===== src/hw/fsr_cfg.svh =====
// Timing counts, field positions and reset values for the fan speed regulator loop.
`ifndef FSR_CFG_SVH
`define FSR_CFG_SVH

// ============================================================
// Clocking
`define FSR_CORE_CLK_HZ 10000000
`define FSR_OSC_HZ 254000
`define FSR_OSC_DIV_CYCLES (`FSR_CORE_CLK_HZ / `FSR_OSC_HZ)
`define FSR_BASE_DIV 128
`define FSR_TACH_BASE_TICKS 500

// ============================================================
// Configuration field positions
`define FSR_CFG_PRESCALE_LSB 0
`define FSR_CFG_PRESCALE_MSB 2
`define FSR_CFG_MODE_LSB 4
`define FSR_CFG_MODE_MSB 5

// ============================================================
// Pin definition codes and reset value
`define FSR_PIN_CODE_LOW 2'h2
`define FSR_PIN_CODE_HIGH 2'h3
`define FSR_PIN_CODE_SPECIAL 2'h1
`define FSR_PIN_DEF_RESET 8'hFF

// ============================================================
// Alarm bit positions
`define FSR_ALARM_MIN_OUT 0
`define FSR_ALARM_MAX_OUT 1
`define FSR_ALARM_TACH_OVF 2
`define FSR_ALARM_PIN1_LOW 3
`define FSR_ALARM_PIN2_LOW 4

// ============================================================
// Drive code limits and tach count saturation
`define FSR_DRIVE_FULL_ON 8'h00
`define FSR_DRIVE_FULL_OFF 8'hFF
`define FSR_TACH_SAT 8'hFF

`endif


===== src/hw/fsr_pkg.sv =====
// Types shared by the fan speed regulator loop.
package fsr_pkg;

    // ============================================================
    // Operating modes
    typedef enum logic [1:0] {
        fsr_mode_full_on,
        fsr_mode_full_off,
        fsr_mode_closed_loop,
        fsr_mode_open_loop
    } fsr_mode_t;

    // ============================================================
    // Loop decision per reference period
    typedef enum logic [1:0] {
        fsr_step_hold,
        fsr_step_faster,
        fsr_step_slower
    } fsr_step_t;

endpackage : fsr_pkg


===== src/hw/fsr_regulator.sv =====
// Closed-loop fan speed regulator with tachometer counter and general pins.
`timescale 1ns/1ps
`include "fsr_cfg.svh"

module fsr_regulator #(
    parameter bit LARGE_VARIANT = 1'b1
) (
    // Clock and reset
    input wire logic core_clk,
    input wire logic rst,
    // Configuration
    input wire logic [7:0] config_bits,
    input wire logic [7:0] speed_setting,
    input wire logic [2:0] count_time,
    input wire logic [7:0] open_drive_code,
    input wire logic ext_clk_select,
    input wire logic ext_clk_pin,
    // Pin definition write port
    input wire logic pin_def_write,
    input wire logic [7:0] pin_def_data,
    output logic [7:0] pin_definition,
    // Alarms
    input wire logic [4:0] alarm_enable,
    input wire logic alarm_status_read,
    output logic [4:0] alarm_status,
    // Tachometer
    input wire logic primary_tach_input,
    output logic [7:0] tach_count,
    output logic tach_count_valid,
    // Fan drive
    output logic [7:0] fan_drive,
    output fsr_pkg::fsr_mode_t active_mode,
    // General pins, open drain
    input wire logic [4:0] pin_in,
    output logic [4:0] pin_out,
    output logic [4:0] pin_oe,
    output logic [4:0] pin_status
);

    // ============================================================
    // Input synchronisers
    localparam int SYNC_W = 7;
    logic [SYNC_W-1:0] sync_raw;
    logic [SYNC_W-1:0] sync_stage1;
    logic [SYNC_W-1:0] sync_stage2;
    logic [SYNC_W-1:0] sync_delay;

    assign sync_raw = {ext_clk_pin, primary_tach_input, pin_in};

    for (genvar gi = 0; gi < SYNC_W; gi++) begin : g_sync
        always_ff @(posedge core_clk) begin
            if (rst) begin
                sync_stage1[gi] <= 1'b1;
                sync_stage2[gi] <= 1'b1;
                sync_delay[gi] <= 1'b1;
            end else begin
                sync_stage1[gi] <= sync_raw[gi];
                sync_stage2[gi] <= sync_stage1[gi];
                sync_delay[gi] <= sync_stage2[gi];
            end
        end
    end

    logic [4:0] pin_level;
    logic tach_rise;
    logic ext_clk_rise;

    assign pin_level = sync_stage2[4:0];
    assign tach_rise = sync_stage2[5] & ~sync_delay[5];
    assign ext_clk_rise = sync_stage2[6] & ~sync_delay[6];

    // ============================================================
    // Base clock: internal oscillator divider or external edges
    localparam logic [5:0] OSC_LAST = 6'(`FSR_OSC_DIV_CYCLES - 1);
    localparam logic [6:0] BASE_LAST = 7'(`FSR_BASE_DIV - 1);
    logic [5:0] osc_count;
    logic osc_tick;
    logic clk_tick;
    logic [6:0] base_count;
    logic base_tick;

    assign osc_tick = (osc_count == OSC_LAST);
    assign clk_tick = ext_clk_select ? ext_clk_rise : osc_tick;
    assign base_tick = clk_tick && (base_count == BASE_LAST);

    always_ff @(posedge core_clk) begin
        if (rst || osc_tick) begin
            osc_count <= 6'h00;
        end else begin
            osc_count <= osc_count + 6'h01;
        end
    end

    always_ff @(posedge core_clk) begin
        if (rst) begin
            base_count <= 7'h00;
        end else if (clk_tick) begin
            base_count <= base_count + 7'h01;
        end
    end

    // ============================================================
    // Reference divider by speed setting plus one
    logic [7:0] ref_count;
    logic ref_tick;

    assign ref_tick = base_tick && (ref_count >= speed_setting);

    always_ff @(posedge core_clk) begin
        if (rst || ref_tick) begin
            ref_count <= 8'h00;
        end else if (base_tick) begin
            ref_count <= ref_count + 8'h01;
        end
    end

    // ============================================================
    // Tachometer prescaler
    logic [2:0] prescale_sel;
    logic [3:0] prescale_mask;
    logic [3:0] prescale_count;
    logic prescale_tick;

    assign prescale_sel = config_bits[`FSR_CFG_PRESCALE_MSB:`FSR_CFG_PRESCALE_LSB];
    // Codes above the largest divider fall back to divide by 16 for stability.
    assign prescale_mask = (prescale_sel == 3'h0) ? 4'h0 :
                           (prescale_sel == 3'h1) ? 4'h1 :
                           (prescale_sel == 3'h2) ? 4'h3 :
                           (prescale_sel == 3'h3) ? 4'h7 : 4'hF;
    assign prescale_tick = tach_rise && ((prescale_count & prescale_mask) == prescale_mask);

    always_ff @(posedge core_clk) begin
        if (rst) begin
            prescale_count <= 4'h0;
        end else if (prescale_tick) begin
            prescale_count <= 4'h0;
        end else if (tach_rise) begin
            prescale_count <= prescale_count + 4'h1;
        end
    end

    // ============================================================
    // Mode selection and full-on override
    logic [1:0] mode_code;
    logic full_on_pin_mode;
    logic hw_full_on;

    assign mode_code = config_bits[`FSR_CFG_MODE_MSB:`FSR_CFG_MODE_LSB];
    assign full_on_pin_mode = (pin_definition[3:2] == `FSR_PIN_CODE_SPECIAL);
    assign hw_full_on = full_on_pin_mode && !pin_level[1];

    always_comb begin
        unique case (mode_code)
            2'h0: active_mode = fsr_pkg::fsr_mode_full_on;
            2'h1: active_mode = fsr_pkg::fsr_mode_full_off;
            2'h2: active_mode = fsr_pkg::fsr_mode_closed_loop;
            2'h3: active_mode = fsr_pkg::fsr_mode_open_loop;
        endcase
    end

    // ============================================================
    // Closed loop: compare prescaled edges against one per period
    logic [1:0] edge_tally;
    fsr_pkg::fsr_step_t loop_step;
    logic [7:0] loop_code;
    logic [7:0] next_loop_code;
    logic [7:0] next_fan_drive;
    logic loop_run;

    assign loop_run = (active_mode == fsr_pkg::fsr_mode_closed_loop);

    // Only the primary tach feeds the tally; no other tach input reaches the loop.
    always_ff @(posedge core_clk) begin
        if (rst || ref_tick) begin
            edge_tally <= 2'h0;
        end else if (prescale_tick && edge_tally != 2'h3) begin
            edge_tally <= edge_tally + 2'h1;
        end
    end

    always_comb begin
        if (edge_tally == 2'h0) begin
            loop_step = fsr_pkg::fsr_step_faster;
        end else if (edge_tally == 2'h1) begin
            loop_step = fsr_pkg::fsr_step_hold;
        end else begin
            loop_step = fsr_pkg::fsr_step_slower;
        end
    end

    // Lower code gives more fan voltage, so faster means stepping down.
    always_comb begin
        next_loop_code = loop_code;
        if (loop_step == fsr_pkg::fsr_step_faster && loop_code != `FSR_DRIVE_FULL_ON) begin
            next_loop_code = loop_code - 8'h01;
        end else if (loop_step == fsr_pkg::fsr_step_slower &&
                     loop_code != `FSR_DRIVE_FULL_OFF) begin
            next_loop_code = loop_code + 8'h01;
        end
    end

    // Outside closed loop the loop tracks the applied drive for a bumpless entry.
    always_ff @(posedge core_clk) begin
        if (rst) begin
            loop_code <= `FSR_DRIVE_FULL_OFF;
        end else if (!loop_run || hw_full_on) begin
            loop_code <= fan_drive;
        end else if (ref_tick) begin
            loop_code <= next_loop_code;
        end
    end

    always_comb begin
        if (hw_full_on) begin
            next_fan_drive = `FSR_DRIVE_FULL_ON;
        end else begin
            unique case (active_mode)
                fsr_pkg::fsr_mode_full_on: next_fan_drive = `FSR_DRIVE_FULL_ON;
                fsr_pkg::fsr_mode_full_off: next_fan_drive = `FSR_DRIVE_FULL_OFF;
                fsr_pkg::fsr_mode_closed_loop: next_fan_drive = loop_code;
                fsr_pkg::fsr_mode_open_loop: next_fan_drive = open_drive_code;
            endcase
        end
    end

    always_ff @(posedge core_clk) begin
        if (rst) begin
            fan_drive <= `FSR_DRIVE_FULL_OFF;
        end else begin
            fan_drive <= next_fan_drive;
        end
    end

    // ============================================================
    // Tachometer counter over a programmable interval
    logic [16:0] interval_len;
    logic [16:0] interval_count;
    logic interval_end;
    logic [7:0] pulse_count;
    logic [7:0] next_pulse_count;
    logic tach_overflow;

    assign interval_len = 17'(`FSR_TACH_BASE_TICKS) << count_time;
    assign interval_end = base_tick && (interval_count >= interval_len - 17'h00001);
    // Raw edges are counted, so the prescaler never alters this count.
    assign next_pulse_count = (pulse_count == `FSR_TACH_SAT) ? pulse_count :
                              pulse_count + 8'h01;
    assign tach_overflow = interval_end && (pulse_count == `FSR_TACH_SAT);

    always_ff @(posedge core_clk) begin
        if (rst || interval_end) begin
            interval_count <= 17'h00000;
        end else if (base_tick) begin
            interval_count <= interval_count + 17'h00001;
        end
    end

    always_ff @(posedge core_clk) begin
        if (rst || interval_end) begin
            pulse_count <= 8'h00;
        end else if (tach_rise) begin
            pulse_count <= next_pulse_count;
        end
    end

    always_ff @(posedge core_clk) begin
        if (rst) begin
            tach_count <= 8'h00;
            tach_count_valid <= 1'b0;
        end else if (interval_end) begin
            tach_count <= pulse_count;
            tach_count_valid <= 1'b1;
        end
    end

    // ============================================================
    // Alarms: sticky status, a new event wins over the read-clear
    logic [4:0] alarm_event;

    assign alarm_event[`FSR_ALARM_MIN_OUT] = loop_run && (fan_drive == `FSR_DRIVE_FULL_ON);
    assign alarm_event[`FSR_ALARM_MAX_OUT] = loop_run && (fan_drive == `FSR_DRIVE_FULL_OFF);
    assign alarm_event[`FSR_ALARM_TACH_OVF] = tach_overflow;
    assign alarm_event[`FSR_ALARM_PIN1_LOW] = !pin_level[1];
    assign alarm_event[`FSR_ALARM_PIN2_LOW] = LARGE_VARIANT && !pin_level[2];

    always_ff @(posedge core_clk) begin
        if (rst) begin
            alarm_status <= 5'h00;
        end else if (alarm_status_read) begin
            alarm_status <= alarm_event & alarm_enable;
        end else begin
            alarm_status <= alarm_status | (alarm_event & alarm_enable);
        end
    end

    // Disabling an alarm releases the alert at once even if its status bit stays.
    logic alert_active;
    assign alert_active = |(alarm_status & alarm_enable);

    // ============================================================
    // General pins
    always_ff @(posedge core_clk) begin
        if (rst) begin
            pin_definition <= `FSR_PIN_DEF_RESET;
        end else if (pin_def_write) begin
            pin_definition <= pin_def_data;
        end
    end

    logic [4:0] pin_present;
    logic [4:0] next_pin_oe;
    logic alert_pin_mode;

    assign pin_present = LARGE_VARIANT ? 5'h1F : 5'h03;
    assign alert_pin_mode = (pin_definition[1:0] == `FSR_PIN_CODE_SPECIAL);

    // Pin 0: alert or plain output; other codes release the pin.
    assign next_pin_oe[0] = alert_pin_mode ? alert_active :
                            (pin_definition[1:0] == `FSR_PIN_CODE_LOW);
    // Pin 1: the full-on input code leaves it released so it can be read.
    assign next_pin_oe[1] = (pin_definition[3:2] == `FSR_PIN_CODE_LOW);
    // Pin 2: the clock sharing codes are treated as released.
    assign next_pin_oe[2] = (pin_definition[5:4] == `FSR_PIN_CODE_LOW);
    assign next_pin_oe[3] = !pin_definition[6];
    assign next_pin_oe[4] = !pin_definition[7];

    always_ff @(posedge core_clk) begin
        if (rst) begin
            pin_oe <= 5'h00;
            pin_status <= 5'h1F;
        end else begin
            pin_oe <= next_pin_oe & pin_present;
            pin_status <= pin_level | ~pin_present;
        end
    end

    // Open drain: the pin only ever sinks, the pullup makes the high.
    assign pin_out = 5'h00;
endmodule : fsr_regulator


===== config.mk =====
export PLATFORM = sky130hd
export DESIGN_NAME = fsr_regulator
export DESIGN_NICKNAME = d
export VERILOG_FILES = /design/src/hw/fsr_pkg.sv /design/src/hw/fsr_regulator.sv
export VERILOG_INCLUDE_DIRS = /design/src /design/src/hw
export SDC_FILE = /design/constraint.sdc
export NUM_CORES = 1
export LEC_CHECK = 0
export BUFFER_PORTS_ARGS = -buffer_cell sky130_fd_sc_hd__buf_2
export CAP_MARGIN = 20
export CORE_UTILIZATION = 57
export DETAILED_ROUTE_END_ITERATION = 6
export PLACE_DENSITY = 0.87
export SETUP_SLACK_MARGIN = 0.05
export SLEW_MARGIN = 20
export SYNTH_ARGS = -nofsm -noshare
export SYNTH_HDL_FRONTEND = slang
export SYNTH_SLANG_ARGS = --single-unit
export TNS_END_PERCENT = 30

===== constraint.sdc =====
create_clock -name core_clk -period 4.7 [get_ports core_clk]
set_clock_uncertainty 0.2 [all_clocks]
set_input_delay 0.47 -clock core_clk [delete_from_list [all_inputs] [get_ports core_clk]]
set_output_delay 0.47 -clock core_clk [all_outputs]
set_load 0.05 [all_outputs]

==> results_dict.tcl <==
set metrics [dict create \
    start_kind "flop" \
    cellPowerDensity_nw_per_um2 353 \
    hp-start "alarm_enable[4]" \
    synth_cell_types 65 \
    fin_util 0.709 \
    route.detailed.drc 0 \
    multi_input_area_um2 3190 \
    status "finished clean" \
    rsz0062_at_grt "no" \
    crit_type "reg -> reg" \
    final_common_cell "dfxtp_1" \
    area.sequential_um2 2320 \
    avgSynthCellArea_um2 8.78 \
    clkTransAtPathRegs_ns 0.06 \
    cts-root-buf "clkbuf_8" \
    postCtsHoldBufs 15 \
    clock-sinks 116 \
    fin_crit_sh 0.696 \
    gp_congestion 0.878 \
    port-buffer-count 90 \
    grt_max_degree 58 \
    yosysWarningCount 0 \
    synthArstFlopShare 0 \
    critical_path.max_fanout 7 \
    drtAntennaViolNets 0 \
    hp-class "in -> reg" \
    dr.pass1.iters 5 \
    antenna_found_initial 0 \
    max-slew-margin-rel 0.356 \
    fin_hold_ws_ns 0.0182 \
    cts_setup_buffers 0 \
    tns_ns 0 \
    crit_required_ns 4.93 \
    drive_gt1_frac 0.199 \
    routed_wl_um 14900 \
    power.total_mw 2.45 \
    syn_area_um2 5740 \
    p_leak_nw 3.01 \
    max_freq_mhz 306 \
    n_antenna_cell 0 \
    start_util 0.587 \
    cts_buffer_depth 2 \
    synth_edf_count 0 \
    synth_ff_type "dfxtp_1" \
    drtIter0Drc 263 \
    crit_start "loop_code[4]" \
    track_usage 0.300 \
    clk-insertion-delay-late_ns 0.52 \
    postLayoutCellArea_um2 6930 \
    placementRows 36 \
    worstMarginPinSlew_ns 0.966 \
    wl_per_cell_um 16.6 \
    ctsResizeCount 0 \
    fin_nets 845 \
    dp_hpwl_um 9460 \
    synthCells 654 \
    cts_tree "done" \
    endpoint_kind "flop" \
    dp_cells 852 \
    pin_count 99 \
    place_worst_setup_slack_ns 1.03 \
    vias 5285 \
    ys_seq_area_frac 0.404 \
    fin_ws_ns 1.43 \
    peakVddDrop_v 0.000290 \
    grt_pass1_vias 5395 \
    yosys.area.top_type_share 0.404 \
    mostFrequentLayoutCells "dfxtp_1 (116), buf_2 (90), nor2_1 (80)" \
    dieHeight_um 102 \
    vias_per_cell 5.90 \
    instances_no_fill 896 \
    post-synth-top-area-cell "dfxtp_1" \
    synth_area_leaders "dfxtp_1 (40%), ha_1 (8.5%), mux2i_1 (5.2%)" \
    grt_overflow 0 \
    dpl_cell_area_um2 6240 \
    cap_violations 0 \
    die-width_um 102 \
    synth_seq_cells 116 \
    syn2layout_area_growth_pct 20.7 \
    drv_slew 0 \
    setup_violations 0 \
    core-area_um2 9770 \
    crit_arrival_ns 3.50 \
    numCtsBuffers 17 \
    design.die.area_um2 10500 \
    final_hold_viol_count 0 \
    period_minus_slack_ns 3.27 \
    fillers 647 \
    r2r_start "loop_code[4]" \
    cts_max_level 4 \
    grt_pass1_wl_um 24100 \
]
-- worst paths after layout --
kind              cells past startpoint  slack [ns]         endpoint
setup / recovery                     10        1.43     loop_code[7]
hold / removal                        3        0.02  alarm_status[4]
setup reg to reg                     10        1.43     loop_code[7]
hold reg to reg                       1        0.21     pin_level[1]
-- sequential cells by signal (all words and copies together), names as in the netlist, 6 cells and up --
register,cells
base_count,7
fan_drive,8
interval_count,17
loop_code,8
osc_count,6
pin_definition,8
pulse_count,8
ref_count,8
sync_stage1,7
tach_count,8
-- report_power, final --
| part | switching, mW | total (mW) | internal, mW |
|---|---|---|---|
| sequential | 0.0229 | 1.03 | 1.01 |
| clock | 0.416 | 1.19 | 0.770 |
| combinational | 0.150 | 0.229 | 0.0784 |
-- cell usage after synthesis, types with 6 or more instances --
| master | n |
|---|---|
| nor2_1 | 80 |
| dfxtp_1 | 116 |
| nor3_1 | 20 |
| or2_2 | 20 |
| nor4_1 | 8 |
| o31ai_1 | 7 |
| xnor2_1 | 17 |
| nor2b_1 | 9 |
| a21oi_1 | 31 |
| nand3_1 | 14 |
| a22o_1 | 8 |
| mux2i_1 | 30 |
| nand4_1 | 19 |
| and3_1 | 7 |
| inv_1 | 26 |
| buf_4 | 6 |
| clkbuf_1 | 18 |
| o21ai_0 | 23 |
| xor2_1 | 12 |
| ha_1 | 39 |
| nand2_1 | 70 |
-- worst max-delay path, cell delays in order, from the launching register on --
cell      delay (ns)
dfxtp_1         0.35
or4_1           0.57
o21ai_2         0.26
inv_1           0.20
ha_1            0.31
a21oi_1         0.20
o211ai_1        0.16
o41ai_1         0.36
xnor2_1         0.14
and3_1          0.16
nor4_1          0.25
-- final cells by class --
class,count,area share
clock buffer,24,0.0664
clock inverter,5,0.0112
inverter,26,0.0141
multi-input combinational,485,0.460
sequential,116,0.335
tap,133,0.0240
timing repair buffer,107,0.0888
-- kinds of logic after synthesis --
| group | share of synthesized area |
|---|---|
| AOI/OAI and AO/OA | 0.126 |
| adders and majority gates | 0.0885 |
| muxes | 0.0562 |
| and+or+nand+nor | 0.237 |
| DFF | 0.404 |
| other | 0.00131 |
| buffers and inverters | 0.0429 |
| xor gates and xnor gates | 0.0442 |
-- layer usage --
layer / global-route usage / vias to the layer above / part of all wire
met5: 0 / - / 0
met4: 0.178 / 0 / 0.038
met3: 0.0882 / 57 / 0.067
met2: 0.528 / 227 / 0.51
met1: 0.318 / 2517 / 0.38
li1: - / 2484 / -
Note: power is estimated with default switching activity, not from simulation.
